### config.mk
export PLATFORM = sky130hd
export DESIGN_NAME = nvb_ctrl
export DESIGN_NICKNAME = d
export VERILOG_FILES = /design/src/nvb_pkg.sv /design/src/nvb_mem.sv /design/src/nvb_ctrl.sv
export SDC_FILE = /design/constraint.sdc
export NUM_CORES = 1
export LEC_CHECK = 0
export ABC_AREA = 1
export BUFFER_PORTS_ARGS = -buffer_cell sky130_fd_sc_hd__buf_2
export CAP_MARGIN = 20
export CORE_ASPECT_RATIO = 0.75
export CORE_UTILIZATION = 39
export CTS_CLUSTER_SIZE = 16
export DETAILED_ROUTE_END_ITERATION = 10
export REMOVE_ABC_BUFFERS = 1
export SLEW_MARGIN = 10
export SYNTH_ARGS = -nofsm -noshare
export SYNTH_HDL_FRONTEND = slang
export SYNTH_SLANG_ARGS = --single-unit
### constraint.sdc
create_clock -name aclk -period 6.6 [get_ports aclk]
set_input_delay 0.33 -clock aclk [delete_from_list [all_inputs] [get_ports aclk]]
set_output_delay 0.33 -clock aclk [all_outputs]
set_load 0.1 [all_outputs]
### src/nvb_pkg.sv
// package for the byte-wide nonvolatile store controller
// assumes a 200 MHz aclk and an AXI4-Lite register port
package nvb_pkg;
	localparam int          NVB_DEPTH        = 64;
	localparam int          NVB_AW           = 6;
	localparam logic [7:0]  NVB_ERASED       = 8'hFF;
	localparam logic [11:0] NVB_OFF_ADDR     = 12'h000;
	localparam logic [11:0] NVB_OFF_DATA     = 12'h004;
	localparam logic [11:0] NVB_OFF_CTRL     = 12'h008;
	localparam logic [11:0] NVB_OFF_OSC      = 12'h00C;
	localparam logic [11:0] NVB_OFF_STALL    = 12'h010;
	localparam int          NVB_CTRL_RD      = 0;
	localparam int          NVB_CTRL_PE      = 1;
	localparam int          NVB_CTRL_ME      = 2;
	localparam int          NVB_CTRL_MODE_LO = 4;
	localparam int          NVB_CTRL_MODE_HI = 5;
	localparam logic [1:0]  NVB_MODE_ATOMIC  = 2'h0;
	localparam logic [1:0]  NVB_MODE_ERASE   = 2'h1;
	localparam logic [1:0]  NVB_MODE_WRITE   = 2'h2;
	localparam logic [1:0]  NVB_MODE_RSVD    = 2'h3;
	localparam logic [7:0]  NVB_DATA_RST     = 8'h00;
	localparam logic [1:0]  NVB_MODE_RST     = 2'h0;
	localparam int          NVB_ARM_CYC      = 4;
	localparam int          NVB_RD_STALL     = 4;
	localparam int          NVB_WR_STALL     = 2;
	// times in microseconds; oscillator ticks at 1 MHz after calibration
	localparam int          NVB_T_ATOMIC_US  = 3400;
	localparam int          NVB_T_SPLIT_US   = 1800;
	localparam int          NVB_OSC_HZ       = 1000000;
	localparam int          NVB_T_ATOMIC_TK  = NVB_T_ATOMIC_US * (NVB_OSC_HZ / 1000000);
	localparam int          NVB_T_SPLIT_TK   = NVB_T_SPLIT_US * (NVB_OSC_HZ / 1000000);
	localparam int          NVB_CLK_HZ       = 200000000;
	localparam logic [7:0]  NVB_OSC_DIV_RST  = 8'(NVB_CLK_HZ / NVB_OSC_HZ - 1);
	localparam logic [1:0]  NVB_RESP_OK      = 2'h0;
	localparam logic [1:0]  NVB_RESP_SLVERR  = 2'h2;
	localparam logic [1:0]  NVB_RESP_DECERR  = 2'h3;
	typedef enum logic [1:0] {NVB_IDLE, NVB_ERASE_PH, NVB_WRITE_PH} nvb_state_e;
endpackage

### src/nvb_mem.sv
// byte array holding the nonvolatile contents
// one write port, registered read port, same clock
`timescale 1ns/100ps
module nvb_mem #(
	parameter int DEPTH = 64,
	parameter int AW    = 6
) (
	// clock
	input  wire logic          aclk,
	// write port
	input  wire logic          we,
	input  wire logic [AW-1:0] waddr,
	input  wire logic [7:0]    wdata,
	// read port
	input  wire logic [AW-1:0] raddr,
	output logic      [7:0]    rdata_q
);
	logic [7:0] mem [DEPTH];

	always_ff @(posedge aclk) begin
		if (we) begin
			mem[waddr] <= wdata;
		end
		rdata_q <= mem[raddr];
	end
endmodule // nvb_mem

### src/nvb_ctrl.sv
// register front end and programming sequencer for a 64-byte store
// assumes AXI4-Lite master, cpu_stall consumed by the core pipeline
`timescale 1ns/100ps
module nvb_ctrl
	import nvb_pkg::*;
#(
	parameter int T_ATOMIC = nvb_pkg::NVB_T_ATOMIC_TK,
	parameter int T_SPLIT  = nvb_pkg::NVB_T_SPLIT_TK
) (
	// clock and reset
	input  wire logic        aclk,
	input  wire logic        aresetn,
	// write address
	input  wire logic [11:0] s_axi_awaddr,
	input  wire logic        s_axi_awvalid,
	output logic             s_axi_awready,
	// write data
	input  wire logic [31:0] s_axi_wdata,
	input  wire logic [3:0]  s_axi_wstrb,
	input  wire logic        s_axi_wvalid,
	output logic             s_axi_wready,
	// write response
	output logic [1:0]       s_axi_bresp,
	output logic             s_axi_bvalid,
	input  wire logic        s_axi_bready,
	// read address
	input  wire logic [11:0] s_axi_araddr,
	input  wire logic        s_axi_arvalid,
	output logic             s_axi_arready,
	// read data
	output logic [31:0]      s_axi_rdata,
	output logic [1:0]       s_axi_rresp,
	output logic             s_axi_rvalid,
	input  wire logic        s_axi_rready,
	// processor hold and status
	output logic             cpu_stall,
	output logic             nv_busy
);
	import nvb_pkg::*;

	logic [NVB_AW-1:0] nv_byte_address_reg_q;
	logic [7:0]        nv_byte_data_reg_q;
	logic [1:0]        program_mode_field_q;
	logic              prog_en_q;
	logic              arm_q;
	logic [2:0]        arm_cnt_q;
	logic [7:0]        osc_div_q;
	logic [7:0]        osc_cnt_q;
	logic [12:0]       tick_left_q;
	nvb_state_e        state_q;
	logic [2:0]        stall_cnt_q;
	logic [1:0]        rd_pend_q;
	logic [11:0]       awaddr_q;
	logic [31:0]       wdata_q;
	logic [3:0]        wstrb_q;
	logic              aw_have_q;
	logic              w_have_q;
	logic [1:0]        bresp_q;
	logic              bvalid_q;
	logic [31:0]       rdata_q;
	logic [1:0]        rresp_q;
	logic              rvalid_q;

	// write path: take address and data in either order
	assign s_axi_awready = !aw_have_q && !bvalid_q;
	assign s_axi_wready  = !w_have_q && !bvalid_q;
	assign s_axi_bresp   = bresp_q;
	assign s_axi_bvalid  = bvalid_q;
	assign s_axi_arready = !rvalid_q;
	assign s_axi_rdata   = rdata_q;
	assign s_axi_rresp   = rresp_q;
	assign s_axi_rvalid  = rvalid_q;

	wire        wr_go    = aw_have_q && w_have_q && !bvalid_q;
	wire [11:0] wr_off   = {awaddr_q[11:2], 2'b00};
	wire        wr_lane0 = wstrb_q[0];
	wire        wr_addr  = wr_go && wr_off == NVB_OFF_ADDR;
	wire        wr_data  = wr_go && wr_off == NVB_OFF_DATA;
	wire        wr_ctrl  = wr_go && wr_off == NVB_OFF_CTRL;
	wire        wr_osc   = wr_go && wr_off == NVB_OFF_OSC;
	wire        wr_hit   = wr_addr || wr_data || wr_ctrl || wr_osc;
	wire        busy     = state_q != NVB_IDLE;
	wire        rd_hit_w = s_axi_arvalid && s_axi_arready;
	wire [11:0] rd_off   = {s_axi_araddr[11:2], 2'b00};

	// program bit counts only while armed
	wire pe_req  = wr_ctrl && wr_lane0 && wdata_q[NVB_CTRL_PE] && arm_q;
	// a trigger during programming does nothing
	wire prog_go = pe_req && !busy && program_mode_field_q != NVB_MODE_RSVD;
	// reads refused as well while busy
	wire rd_req  = wr_ctrl && wr_lane0 && wdata_q[NVB_CTRL_RD] && !busy;
	wire me_set  = wr_ctrl && wr_lane0 && wdata_q[NVB_CTRL_ME];

	// oscillator tick derived from a calibrated divider
	wire osc_tick = osc_cnt_q == osc_div_q;

	wire [12:0] t_atomic = 13'(T_ATOMIC);
	wire [12:0] t_split  = 13'(T_SPLIT);

	// address bits beyond 63 are not stored
	wire [NVB_AW-1:0] wr_byte_addr = wdata_q[NVB_AW-1:0];

	logic [7:0] mem_rdata;
	logic       mem_we;
	logic [7:0] mem_wdata;

	nvb_mem #(
		.DEPTH (NVB_DEPTH),
		.AW    (NVB_AW)
	) u_mem (
		.aclk  (aclk),
		.we    (mem_we),
		.waddr (nv_byte_address_reg_q),
		.wdata (mem_wdata),
		.raddr (nv_byte_address_reg_q),
		.rdata_q (mem_rdata)
	);

	// write-only stores old AND new, as cells can only clear bits
	wire last_tick = osc_tick && tick_left_q == 13'h0001;
	assign mem_we    = (state_q == NVB_ERASE_PH || state_q == NVB_WRITE_PH) && last_tick;
	assign mem_wdata = state_q == NVB_ERASE_PH ? NVB_ERASED
		: (mem_rdata & nv_byte_data_reg_q);

	// address register has no reset value
	always_ff @(posedge aclk) begin
		if (wr_addr && wr_lane0 && !busy) begin
			nv_byte_address_reg_q <= wr_byte_addr;
		end
	end

	always_ff @(posedge aclk) begin
		if (!aresetn) begin
			nv_byte_data_reg_q <= NVB_DATA_RST;
		end else if (rd_pend_q == 2'h1) begin
			nv_byte_data_reg_q <= mem_rdata;
		end else if (wr_data && wr_lane0) begin
			nv_byte_data_reg_q <= wdata_q[7:0];
		end
	end

	// mode frozen while program bit set
	always_ff @(posedge aclk) begin
		if (!aresetn && !busy) begin
			program_mode_field_q <= NVB_MODE_RST;
		// trigger write must not retarget the operation it starts
		end else if (aresetn && wr_ctrl && wr_lane0 && !prog_en_q && !prog_go) begin
			program_mode_field_q <= wdata_q[NVB_CTRL_MODE_HI:NVB_CTRL_MODE_LO];
		end
	end

	// arm window closes four cycles after set
	always_ff @(posedge aclk) begin
		if (!aresetn) begin
			arm_q     <= 1'b0;
			arm_cnt_q <= 3'h0;
		end else if (me_set) begin
			arm_q     <= 1'b1;
			arm_cnt_q <= 3'(NVB_ARM_CYC);
		end else if (arm_q) begin
			arm_cnt_q <= arm_cnt_q - 3'h1;
			arm_q     <= arm_cnt_q != 3'h1;
		end
	end

	always_ff @(posedge aclk) begin
		if (!aresetn) begin
			osc_div_q <= NVB_OSC_DIV_RST;
		end else if (wr_osc && wr_lane0) begin
			osc_div_q <= wdata_q[7:0];
		end
	end

	always_ff @(posedge aclk) begin
		if (!aresetn || osc_tick || !busy) begin
			osc_cnt_q <= 8'h00;
		end else begin
			osc_cnt_q <= osc_cnt_q + 8'h01;
		end
	end

	// mode 00 runs erase then write
	// phase lengths from the two durations
	// programming runs to completion even across a reset
	always_ff @(posedge aclk) begin
		if (prog_go) begin
			case (program_mode_field_q)
				NVB_MODE_ATOMIC: begin
					state_q     <= NVB_ERASE_PH;
					tick_left_q <= t_atomic - t_split;
				end
				NVB_MODE_ERASE: begin
					state_q     <= NVB_ERASE_PH;
					tick_left_q <= t_split;
				end
				default: begin
					state_q     <= NVB_WRITE_PH;
					tick_left_q <= t_split;
				end
			endcase
		end else if (busy && osc_tick) begin
			tick_left_q <= tick_left_q - 13'h0001;
			if (tick_left_q == 13'h0001) begin
				if (state_q == NVB_ERASE_PH && program_mode_field_q == NVB_MODE_ATOMIC) begin
					state_q     <= NVB_WRITE_PH;
					tick_left_q <= t_split;
				end else begin
					state_q <= NVB_IDLE;
				end
			end
		end else if (!aresetn) begin
			// case, not !busy: an unknown power-up state must still reset
			case (state_q)
				NVB_ERASE_PH, NVB_WRITE_PH: begin
					tick_left_q <= tick_left_q;
				end
				default: begin
					state_q     <= NVB_IDLE;
					tick_left_q <= 13'h0000;
				end
			endcase
		end
	end

	// program bit tracks the whole operation
	// software polls it to know when done
	always_ff @(posedge aclk) begin
		prog_en_q <= prog_go || (busy && !(osc_tick && tick_left_q == 13'h0001
			&& !(state_q == NVB_ERASE_PH && program_mode_field_q == NVB_MODE_ATOMIC)));
	end

	always_ff @(posedge aclk) begin
		if (!aresetn) begin
			stall_cnt_q <= 3'h0;
		end else if (rd_req) begin
			stall_cnt_q <= 3'(NVB_RD_STALL);
		end else if (prog_go) begin
			stall_cnt_q <= 3'(NVB_WR_STALL);
		end else if (stall_cnt_q != 3'h0) begin
			stall_cnt_q <= stall_cnt_q - 3'h1;
		end
	end

	// read: memory output registered, data register loads a cycle later
	always_ff @(posedge aclk) begin
		if (!aresetn) begin
			rd_pend_q <= 2'h0;
		end else if (rd_req) begin
			rd_pend_q <= 2'h2;
		end else if (rd_pend_q != 2'h0) begin
			rd_pend_q <= rd_pend_q - 2'h1;
		end
	end

	assign cpu_stall = stall_cnt_q != 3'h0;
	assign nv_busy   = prog_en_q;

	always_ff @(posedge aclk) begin
		if (!aresetn) begin
			aw_have_q <= 1'b0;
			w_have_q  <= 1'b0;
			bvalid_q  <= 1'b0;
			bresp_q   <= NVB_RESP_OK;
			awaddr_q  <= 12'h000;
			wdata_q   <= 32'h0000_0000;
			wstrb_q   <= 4'h0;
		end else begin
			if (s_axi_awvalid && s_axi_awready) begin
				aw_have_q <= 1'b1;
				awaddr_q  <= s_axi_awaddr;
			end
			if (s_axi_wvalid && s_axi_wready) begin
				w_have_q <= 1'b1;
				wdata_q  <= s_axi_wdata;
				wstrb_q  <= s_axi_wstrb;
			end
			if (wr_go) begin
				aw_have_q <= 1'b0;
				w_have_q  <= 1'b0;
				bvalid_q  <= 1'b1;
				bresp_q   <= wr_hit ? NVB_RESP_OK : NVB_RESP_DECERR;
			end else if (bvalid_q && s_axi_bready) begin
				bvalid_q <= 1'b0;
			end
		end
	end

	always_ff @(posedge aclk) begin
		if (!aresetn) begin
			rvalid_q <= 1'b0;
			rdata_q  <= 32'h0000_0000;
			rresp_q  <= NVB_RESP_OK;
		end else if (rd_hit_w) begin
			rvalid_q <= 1'b1;
			rresp_q  <= NVB_RESP_OK;
			case (rd_off)
				NVB_OFF_ADDR:  rdata_q <= {26'h0, nv_byte_address_reg_q};
				NVB_OFF_DATA:  rdata_q <= {24'h0, nv_byte_data_reg_q};
				NVB_OFF_CTRL:  rdata_q <= {26'h0, program_mode_field_q, 1'b0,
					arm_q, prog_en_q, 1'b0};
				NVB_OFF_OSC:   rdata_q <= {24'h0, osc_div_q};
				NVB_OFF_STALL: rdata_q <= {29'h0, stall_cnt_q};
				default: begin
					rdata_q <= 32'h0000_0000;
					rresp_q <= NVB_RESP_DECERR;
				end
			endcase
		end else if (rvalid_q && s_axi_rready) begin
			rvalid_q <= 1'b0;
		end
	end
endmodule // nvb_ctrl

Word-level counts from Yosys, hierarchy flattened
Memories as Yosys holds them, arrays and structs flattened. A register that Yosys moved wholly into a read port is not among the register bits. Cells that the tools add are included.

Bitwise gates (word level): 2. Equality and inequality tests: 18. Add/sub/neg operators: 5. Muxes and demuxes: 35. Reductions and logical operators: 75.

Operators with widths (number): $mux W13 (6); $eq A10 B2 Y1 const B (4); $pmux W8 S5 (1); $logic_and A1 B1 Y1 (36); $logic_not A12 Y1 (2); $mux W8 (3); $mux W2 (11); $eq A10 B1 Y1 const B (2); $reduce_bool A2 Y1 (8); $mux W3 (5); $eq A13 B1 Y1 const B (1); $sub A13 B1 Y13 const B (1); $eq A10 B3 Y1 const B (1); $logic_not A1 Y1 (10); $reduce_or A2 Y1 (5); $mux W9 (1); $add A8 B1 Y8 const B (1); $and A8 B8 Y8 (1); $eq A8 B8 Y1 (1); $mux W1 (8); $logic_or A1 B1 Y1 (7); $eq A2 B1 Y1 const B (3); $ne A3 B1 Y1 const B (2); $reduce_bool A3 Y1 (2); 12 further kinds (13).

Output and inout bits: 43. Logic and storage cells: 162. Bits in registers: 118. Input port bits: 67. Bits in writable memories: 512. Memories kept: 1.

Memories: u_mem.mem (depth 64, bits a word 8, read ports 1, clocked after Yosys merged registers in 1, write ports 1, line nvb_mem.sv:18) `logic [7:0] mem [DEPTH];`.

Logic depth before layout (Yosys ltp)
Gate-level depths: netlist of the first run.

Depth in word-level cells: 10. Gate-level depth with buffers: 14.

Modules after synthesis
Synthesis of the first run repeated with hierarchy kept, for this count alone.

Cell total of the unflattened synthesis: 2392. Area total of the unflattened synthesis: 25887.3 um2.

By module, submodules not included: nvb_mem (area each 21339.2 um2, times used 1, cells an instance 1805); nvb_ctrl (area each 4548.1 um2, times used 1, cells an instance 587).

Least setup slack after synthesis of the first run
No wires, ideal clock.

Kind: register -> register. Start: reg nv_byte_data_reg_q[7]. End: mem u_mem.mem[0][7], data pin. Path buffers: 0. Data required time: 5.898 ns. Data arrival time: 2.886 ns. Setup slack: 3.012 ns. Stages on the path, launching flop included: 3. Clock period less this slack: 3.588 ns. Cells stage by stage: dfxtp_1 -> inv_1 -> o21ai_0.

Cells in the longest elaborated chain, start to end: 2.

Ends and longest elaborated chain: start, declared (line nvb_ctrl.sv:42) `logic [7:0] nv_byte_data_reg_q;`; start signal, assigned (line nvb_ctrl.sv:136) `nv_byte_data_reg_q <= mem_rdata;`; start signal, assigned (line nvb_ctrl.sv:138) `nv_byte_data_reg_q <= wdata_q[7:0];`; $and A8 B8 Y8 (line nvb_ctrl.sv:123) `: (mem_rdata & nv_byte_data_reg_q);`; $mux W8 (line nvb_ctrl.sv:122) `assign mem_wdata = state_q == NVB_ERASE_PH ? NVB_ERASED`; net mem_wdata[7] (line nvb_ctrl.sv:105) `logic [7:0] mem_wdata;`; end, declared (line nvb_mem.sv:18).

The timed path passes the listed nets, and every way through them passes these cells.

Final worst setup path of the first run
Start: reg tick_left_q[3]. End: mem u_mem.mem[16][1], enable pin.

Cells in the longest elaborated chain, start to end: 5.

Ends and longest elaborated chain: start, declared (line nvb_ctrl.sv:49) `logic [12:0] tick_left_q;`; start signal, assigned (line nvb_ctrl.sv:190) `tick_left_q <= t_atomic - t_split;`; start signal, assigned (line nvb_ctrl.sv:194) `tick_left_q <= t_split;`; start signal, assigned (line nvb_ctrl.sv:198) `tick_left_q <= t_split;`; $eq A13 B1 Y1 (line nvb_ctrl.sv:120) `wire last_tick = osc_tick && tick_left_q == 13'h0001;`; $logic_and A1 B1 Y1 (line nvb_ctrl.sv:120); $logic_and A1 B1 Y1 (line nvb_ctrl.sv:121) `assign mem_we = (state_q == NVB_ERASE_PH || state_q == NVB_WRITE_PH) && last_tick;`; $mux W1 (line nvb_mem.sv:21) `if (we) begin`; $mux W1 (not written as such) (line nvb_mem.sv:22) `mem[waddr] <= wdata;`.

No other way between the ends.

==> results by group, run 1 <==
Outcome
  • Outcome: finished clean

Placement
  • Dpl cells: 3,622
  • HPWL Detailed: 37,500 um
  • Routability cong.: 0.848
  • IO buf count: 54
  • Pre-CTS setup slack: 3.31 ns

Yosys
  • Post-synthesis cell type count: 40
  • Ranking of synthesized cells by area: edfxtp_1 (60%), nand2_1 (22%), dfxtp_1 (5.8%), nor2_1 (2.7%), buf_2 (1.1%)
  • Post-synth EDFFs: 533
  • Top FF cell, synth: edfxtp_1
  • Syn Std Cell Area: 26,700 sq um
  • Synth top area share: 60.0%
  • Syn Inst Count: 2,789
  • Async SR Flop Fraction: 0%
  • Synth warn: 0
  • Synth area leader: edfxtp_1
  • Syn Area/Cell: 9.56 sq um
  • Seq cells post-synth: 610
  • Sequential fraction of the synthesis area: 65.8%

Floorplan
  • Core ar.: 67,200 sq um
  • Die Area: 69,400 sq um
  • Die X: 304 um
  • Boundary pin count: 110
  • Row Count: 82
  • Initial Utilization: 39.7%
  • Die Ht: 228 um

Power
  • PwrDens: 265 nW/um^2
  • Combinational power share: 3.2%
  • Leakage power: 0.0124 uW
  • Clock power frac: 43.1%
  • Switching part of the total: 21.2%
  • P_int: 6170 uW
  • Peak supply drop: 0.193 mV
  • P_sw: 1660 uW
  • Flop pwr share: 53.7%

Route
  • Routed Antenna Nets: 0
  • Total number of vias: 18,500
  • Drt first pass iters: 5
  • Drt initial violations: 1,759
  • Residual DRC: 0
  • Routed vias/inst: 4.95
  • Wire length per cell: 17.4 um
  • WL final: 65,200 um

Cells and area
  • Final nets: 2,887
  • Layout area overhead: 10.9%
  • Multi-input gate area: 8180 sq um
  • Number of diodes: 0
  • Register area: 17,500 sq um
  • Fill cell count: 6,393
  • Fin cells: 3,741
  • Share of cells above drive strength 1: 7.24%

Clocking
  • Clk slew on worst S/H paths: 0.06 ns
  • CTS buffer count: 57
  • CTS root buffer: clkbuf_16
  • CTS tree: built
  • H-tree depth: 2
  • Post-CTS Setup Inserts: 0
  • Worst-Skew Late Latency: 0.62 ns
  • Sink Count: 610
  • Clk buf depth: 3

Critical path
  • Crit. End Element: flip-flop
  • CP delay by family, top: simple AND/OR/NAND/NOR gates
  • CP peak stage delay: 0.83 ns
  • Buf/Inv on CP: 0
  • Peak fanout along the critical path: 11
  • Cell mode on critical path: nor2_1
  • Critical Path RT: 6.84 ns
  • Crit path arrival time: 3.56 ns
  • Startpoint types: flip-flop
  • Reg2reg path depth: 5
  • Flop-to-flop setup slack: 3.28 ns
  • Critical-path top delay cell: nor2_1
  • Cell Chain, Critical Path: nor2_1, nand3_1, nor3_4, nand4_4, nor2_1
  • RR Startpoint: tick_left_q[3]
  • R2r endpoint: u_mem.mem[16][1]
  • Setup CP Type: flip-flop to flip-flop

Global routing
  • Largest net degree at the start of global routing: 152
  • Vias in the first global route: 17,400
  • All-Layer GR Usage: 18.5%
  • Global-route wire length before repair: 101,000 um
  • Total gr overflow: 0
  • Antenna violations before repair: 0

STA
  • Final setup vio count: 0
  • Hold WS: 0.0303 ns
  • Least-Margin Pin Slew: 1.19 ns
  • Final slew viol count: 0
  • Max Freq: 0.301 GHz
  • RSZ-0062 raised after global routing: no
  • Minimum clock period: 3.32 ns
  • Clock Skew: 0.0154 ns
  • Final worst slack: 3.28 ns
  • Fin crit share: 50.3%
  • Final Hold Fails: 0
  • Rel. slew slack: 20.7%
  • TNS Setup: 0 ns

Min path
  • Worst hold endpoint: awaddr_q[11]
  • Hold_sp: s_axi_awaddr[11]
  • Hold depth: 3
  • Hold Path Class: primary input to flip-flop

Flow run
  • Total of max-cap violations: 0
-- worst reg2reg max path, delay by kind of cell (launching register included) --
family	cells	cell delay, ns
AND/OR/NAND/NOR	5	2.50
flip-flops	1	0.44
-- worst max path at each step --
| stage | slack (ns) | to | cells past startpoint | from |
|---|---|---|---|---|
| global placement | 3.36 | u_mem.mem[22][5] | 5 | tick_left_q[3] |
| detailed placement | 3.31 | u_mem.mem[16][6] | 5 | tick_left_q[3] |
| floorplan | -1.84 | u_mem.mem[17][0] | 4 | nv_byte_address_reg_q[0] |
| finish | 3.28 | u_mem.mem[16][1] | 5 | tick_left_q[3] |
| CTS | 3.29 | u_mem.mem[16][1] | 5 | tick_left_q[3] |
| global route | 3.10 | u_mem.rdata_q[2] | 12 | nv_byte_address_reg_q[0] |
-- cells in the mapped netlist, drive strengths merged (2+ instances only) --
master / n
o211ai: 4
clkbuf: 39
ha: 7
nor3: 24
xor2: 11
nand3: 45
o21ai: 49
xnor2: 10
a211oi: 3
inv: 75
dfxtp: 77
nand2: 1550
edfxtp: 533
nand4: 16
clkinv: 2
buf: 106
or2: 4
mux2: 5
nor2: 198
a21oi: 24
-- power by group through the flow --
stage	Combinational (uW)	Sequential (uW)	Clock, uW
2_1_floorplan	153	4310	0
3_3_place_gp	239	4290	0
3_5_place_dp	244	4290	0
4_1_cts	251	4210	3430
5_1_grt	270	4210	3570
6_report	252	4210	3370
-- metrics by stage --
step                      utilization, %  power, uW  instance area, sq um
after global placement              41.0       4530                 27500
after CTS                           44.0       7890                 29600
after floorplan                        -       4470                 26000
after detailed placement            41.0       4540                 27500
final                               44.0       7840                 29600
after global routing                44.0       8050                 29600
-- cell families after synthesis --
logic type / synth area share (%)
adder cells (fa/ha/maj): 0.328
XOR/XNOR: 0.690
buffers and inverters: 4.08
other: 0.0141
multiplexers: 0.211
AND/OR/NAND/NOR: 27.2
AO/OA/AOI/OAI: 1.67
flip-flops: 65.8
-- cell type report --
| cell class | count | area share, % |
|---|---|---|
| clock inverter | 24 | 0.951 |
| clock buffer | 81 | 5.47 |
| sequential | 610 | 59.3 |
| multi-input combinational | 1980 | 27.6 |
| tap | 882 | 3.73 |
| timing repair buffer | 87 | 1.91 |
| inverter | 77 | 1.00 |
-- sequential cells by signal, indices dropped and copies added (netlist names), 2 cells and up --
name and cells:
osc_div_q 8, awaddr_q 10, arm_cnt_q 3, rd_pend_q 2, u_mem.rdata_q 8, s_axi_rdata 8
nv_byte_data_reg_q 8, program_mode_field_q 2, tick_left_q 13, state_q 2, u_mem.mem 512, stall_cnt_q 3
wdata_q 8, nv_byte_address_reg_q 6, osc_cnt_q 8
-- placed cells by master, fill, tap and decap left out, drive strengths merged, types with 6 or more instances in the layout --
| master | synthesis | layout |
|---|---|---|
| a21oi | 24 | 24 |
| buf | 106 | 73 |
| bufinv | 0 | 6 |
| clkbuf | 39 | 81 |
| clkinv | 2 | 17 |
| conb | 1 | 24 |
| dfxtp | 77 | 77 |
| dlygate4sd3 | 0 | 14 |
| edfxtp | 533 | 533 |
| ha | 7 | 7 |
| inv | 75 | 77 |
| nand2 | 1550 | 1550 |
| nand3 | 45 | 45 |
| nand4 | 16 | 16 |
| nor2 | 198 | 198 |
| nor3 | 24 | 24 |
| o21ai | 49 | 49 |
| xnor2 | 10 | 10 |
| xor2 | 11 | 11 |
-- layer usage --
layer / GRT usage, % / up-vias / wire (um)
li1: - / 9013 / -
met2: 28.3 / 602 / 28600
met3: 3.26 / 106 / 4990
met5: 0 / - / 0
met1: 27.5 / 8792 / 30500
met4: 4.14 / 0 / 1140
-- what timing repair did --
item                       CTS  global route
setup endpoints to repair    0             0
hold buffers                14             0
resized for setup            0             0
hold endpoints to repair    14             0
Power figures use the tool's default switching activity.
==> run 2, diff against run 1 <==
--- a/config.mk
+++ b/config.mk
@@ -5,7 +5,7 @@
 export SDC_FILE = /design/constraint.sdc
 export NUM_CORES = 1
 export LEC_CHECK = 0
-export ABC_AREA = 1
+export ABC_AREA = 0
 export BUFFER_PORTS_ARGS = -buffer_cell sky130_fd_sc_hd__buf_2
 export CAP_MARGIN = 20
 export CORE_ASPECT_RATIO = 0.75
==> constraint.sdc (replaced) <==
create_clock -name aclk -period 3.06 [get_ports aclk]
set_input_delay 0.153 -clock aclk [delete_from_list [all_inputs] [get_ports aclk]]
set_output_delay 0.153 -clock aclk [all_outputs]
set_load 0.1 [all_outputs]
==> results by group, run 2 <==
STA
  • Fin crit share: 96.2% (was 50.3%)
  • Max Freq: 0.340 GHz (was 0.301 GHz)
  • Final setup vio count: 0 (unchanged)
  • Clock Skew: 0.0266 ns (was 0.0154 ns)
  • RSZ-0062 raised after global routing: no (unchanged)
  • Least-Margin Pin Slew: 1.10 ns (was 1.19 ns)
  • Rel. slew slack: 26.1% (was 20.7%)
  • Hold WS: 0.0649 ns (was 0.0303 ns)
  • Final worst slack: 0.116 ns (was 3.28 ns)
  • Minimum clock period: 2.94 ns (was 3.32 ns)
  • Final Hold Fails: 0 (unchanged)
  • Final slew viol count: 0 (unchanged)

Floorplan
  • Initial Utilization: 39.6% (was 39.7%)
  • Boundary pin count: 110 (unchanged)
  • Die Ht: 220 um (was 228 um)
  • Core ar.: 62,300 sq um (was 67,200 sq um)
  • Die X: 292 um (was 304 um)
  • Row Count: 79 (was 82)
  • Die Area: 64,200 sq um (was 69,400 sq um)

Yosys
  • Largest family of logic cells by synthesized area: multiplexers (was simple AND/OR/NAND/NOR gates)
  • Synth Area in Compound Gates: 8.27% (was 1.67%)
  • Synth Area in XOR/XNOR: 0.924% (was 0.690%)
  • Synth cell count leaders: edfxtp_1 (533), nor2_1 (131), nand2_1 (117) (was nand2_1 (1,550), edfxtp_1 (533), nor2_1 (194))
  • Synth top area share: 65.0% (was 60.0%)
  • Sequential fraction of the synthesis area: 71.2% (was 65.8%)
  • Syn Area/Cell: 15.4 sq um (was 9.56 sq um)
  • Post-Synth Adder-Cell Area: 0.355% (was 0.328%)
  • Post-synthesis cell type count: 63 (was 40)
  • Async SR Flop Fraction: 0% (unchanged)
  • Ranking of synthesized cells by area: edfxtp_1 (65%), dfxtp_1 (6.3%), mux4_2 (4.4%), mux2i_1 (3.8%), nor2_1 (2.0%) (was edfxtp_1 (60%), nand2_1 (22%), dfxtp_1 (5.8%), nor2_1 (2.7%), buf_2 (1.1%))
  • Syn Inst Count: 1,597 (was 2,789)
  • Post-synthesis mux area share: 9.67% (was 0.211%)
  • Top FF cell, synth: edfxtp_1 (unchanged)
  • Most frequent cell after synthesis: edfxtp_1 (was nand2_1)
  • Post-Synth Simple-Gate Area: 6.98% (was 27.2%)
  • Post-synth EDFFs: 533 (unchanged)
  • Syn Std Cell Area: 24,600 sq um (was 26,700 sq um)
  • Seq cells post-synth: 610 (unchanged)
  • Synth warn: 0 (unchanged)
  • Synth area leader: edfxtp_1 (unchanged)

Power
  • P_int: 12,900 uW (was 6170 uW)
  • Flop pwr share: 55.4% (was 53.7%)
  • Switching part of the total: 20.9% (was 21.2%)
  • Combinational power share: 3.1% (was 3.2%)
  • Clock power frac: 41.4% (was 43.1%)
  • P_sw: 3420 uW (was 1660 uW)
  • Leakage power: 0.0102 uW (was 0.0124 uW)
  • PwrDens: 564 nW/um^2 (was 265 nW/um^2)
  • Peak supply drop: 0.456 mV (was 0.193 mV)

Outcome
  • Outcome: finished clean (unchanged)

Min path
  • Hold Path Class: primary input to flip-flop (unchanged)

Critical path
  • CP peak stage delay: 0.67 ns (was 0.83 ns)
  • Crit path arrival time: 3.24 ns (was 3.56 ns)
  • Critical-path top delay cell: or4_1 (was nor2_1)
  • Critical Path RT: 3.35 ns (was 6.84 ns)
  • Peak fanout along the critical path: 8 (was 11)
  • Startpoint types: flip-flop (unchanged)
  • Setup CP Type: flip-flop to flip-flop (unchanged)
  • Cell Chain, Critical Path: or4_4, or4_1, nor4_4, buf_12, nand2_4, nor2_1, buf_4 (was nor2_1, nand3_1, nor3_4, nand4_4, nor2_1)
  • Crit. End Element: flip-flop (unchanged)

Cells and area
  • Number of diodes: 0 (unchanged)
  • Share of cells above drive strength 1: 22.0% (was 7.24%)
  • Largest register FFs: 512 (unchanged)
  • Final nets: 1,891 (was 2,887)
  • Commonest non-fill, non-tap cell in the layout: edfxtp_1 (was nand2_1)
  • Final core area utilization: 46.6% (was 44.0%)
  • Layout area overhead: 17.7% (was 10.9%)
  • Commonest cells after routing, fill and taps aside: edfxtp_1 (533), buf_4 (150), nor2_1 (130) (was nand2_1 (1,545), edfxtp_1 (533), nor2_1 (194))
  • Largest Register: u_mem.mem (unchanged)
  • Fill cell count: 5,358 (was 6,393)
  • Largest regs: u_mem.mem x512, tick_left_q x13, awaddr_q x10 (unchanged)

Clocking
  • CTS buffer count: 56 (was 57)
  • Post-CTS Setup Inserts: 0 (unchanged)
  • Sink Count: 610 (unchanged)
  • Cts repair resizes: 0 (unchanged)
  • Clk buf depth: 3 (unchanged)
  • CTS tree: built (unchanged)
  • H-tree depth: 2 (unchanged)
  • # hold bufs at CTS: 28 (was 14)
  • Clk slew on worst S/H paths: 0.07 ns (was 0.06 ns)
  • CTS root buffer: clkbuf_16 (unchanged)
  • Worst-Skew Late Latency: 0.61 ns (was 0.62 ns)

Route
  • Drt initial violations: 1,707 (was 1,759)
  • Total number of vias: 15,000 (was 18,500)
  • Wire length per cell: 24.1 um (was 17.4 um)
  • Residual DRC: 0 (unchanged)
  • Routed Antenna Nets: 0 (unchanged)
  • Drt first pass iters: 5 (unchanged)
  • WL final: 64,200 um (was 65,200 um)
  • Routed vias/inst: 5.64 (was 4.95)

Placement
  • Pre-CTS setup slack: 0.149 ns (was 3.31 ns)
  • HPWL Detailed: 42,300 um (was 37,500 um)
  • IO buf count: 54 (unchanged)
  • Routability cong.: 0.866 (was 0.848)

Global routing
  • Largest net degree at the start of global routing: 65 (was 152)
  • Vias in the first global route: 14,400 (was 17,400)
  • Global-route wire length before repair: 95,100 um (was 101,000 um)
  • Total gr overflow: 0 (unchanged)
  • All-Layer GR Usage: 19.8% (was 18.5%)
  • Antenna violations before repair: 0 (unchanged)

Flow run
  • Total of max-cap violations: 0 (unchanged)
[run 2: cell count changes in the layout (fill, tap and decap cells not counted), sizes merged, moves of 25 or more]
cell,change
a21boi,+25
a221oi,+31
buf,+152
mux2,+27
mux2i,+94
nand2,-1425
inv,-60
nor2,-65
nand3,-27
mux4,+48
a21oi,+25
a22oi,+40
[run 2: layout make-up]
type	instances	area [sq um]	share of cell area, %
multi-input cells	881	6570	22.6
repair buffers	253	2080	7.17
inverters	15	56.3	0.194
clock buffers	67	1460	5.05
clock inverters	30	272	0.936
flip-flops and latches	610	17500	60.5
well taps	810	1010	3.50
[run 2: per-layer routing]
metal	GRT usage, %	routed length (um)	up-vias
li1	-	-	6570
met1	30.2	29600	7715
met2	28.8	27800	639
met3	4.41	5660	104
met4	4.28	1180	0
met5	0	0	-
[run 2: final timing paths]
kind / from / to / slack (ns) / cells after the start
worst max-delay path: tick_left_q[8] / u_mem.mem[1][2] / 0.12 / 7
worst min-delay path: s_axi_wvalid / wdata_q[2] / 0.06 / 4
worst max register to register: tick_left_q[8] / u_mem.mem[1][2] / 0.12 / 7
worst min register to register: rd_pend_q[0] / rd_pend_q[0] / 0.45 / 1
[run 2: metrics by stage]
| step | total power [uW] | cell area (sq um) | instances | TNS, ns |
|---|---|---|---|---|
| 3_5_place_dp | 9730 | 27000 | 2541 | 0 |
| 4_1_cts | 16500 | 29000 | 2666 | 0 |
| 6_report | 16400 | 29000 | 2666 | 0 |
| 2_1_floorplan | 9580 | 24100 | 1506 | -1357.15 |
| 3_3_place_gp | 9720 | 27000 | 2539 | 0 |
| 5_1_grt | 16800 | 29000 | 2666 | 0 |
[run 2: logic make-up (layout without fill, tap and decap cells)]
logic type | count (synthesis) | count (layout)
flops | 610 | 610
simple gates | 361 | 361
xor+xnor | 26 | 26
compound gates | 289 | 289
other cells | 1 | 24
buf+inv | 129 | 365
fa+ha+maj | 7 | 7
mux | 174 | 174
[run 2: critical path: cells and delay by family, from the launching register on]
kind | cells | cell delay [ns]
AND/OR/NAND/NOR | 5 | 1.81
flip-flops | 1 | 0.45
buffers and inverters | 2 | 0.37
[run 2: power by group through the flow]
stage | clock, uW | combinational [uW] | sequential, uW
6_report | 6780 | 514 | 9070
5_1_grt | 7190 | 547 | 9070
4_1_cts | 6890 | 511 | 9070
3_5_place_dp | 0 | 483 | 9240
3_3_place_gp | 0 | 476 | 9240
2_1_floorplan | 0 | 299 | 9280
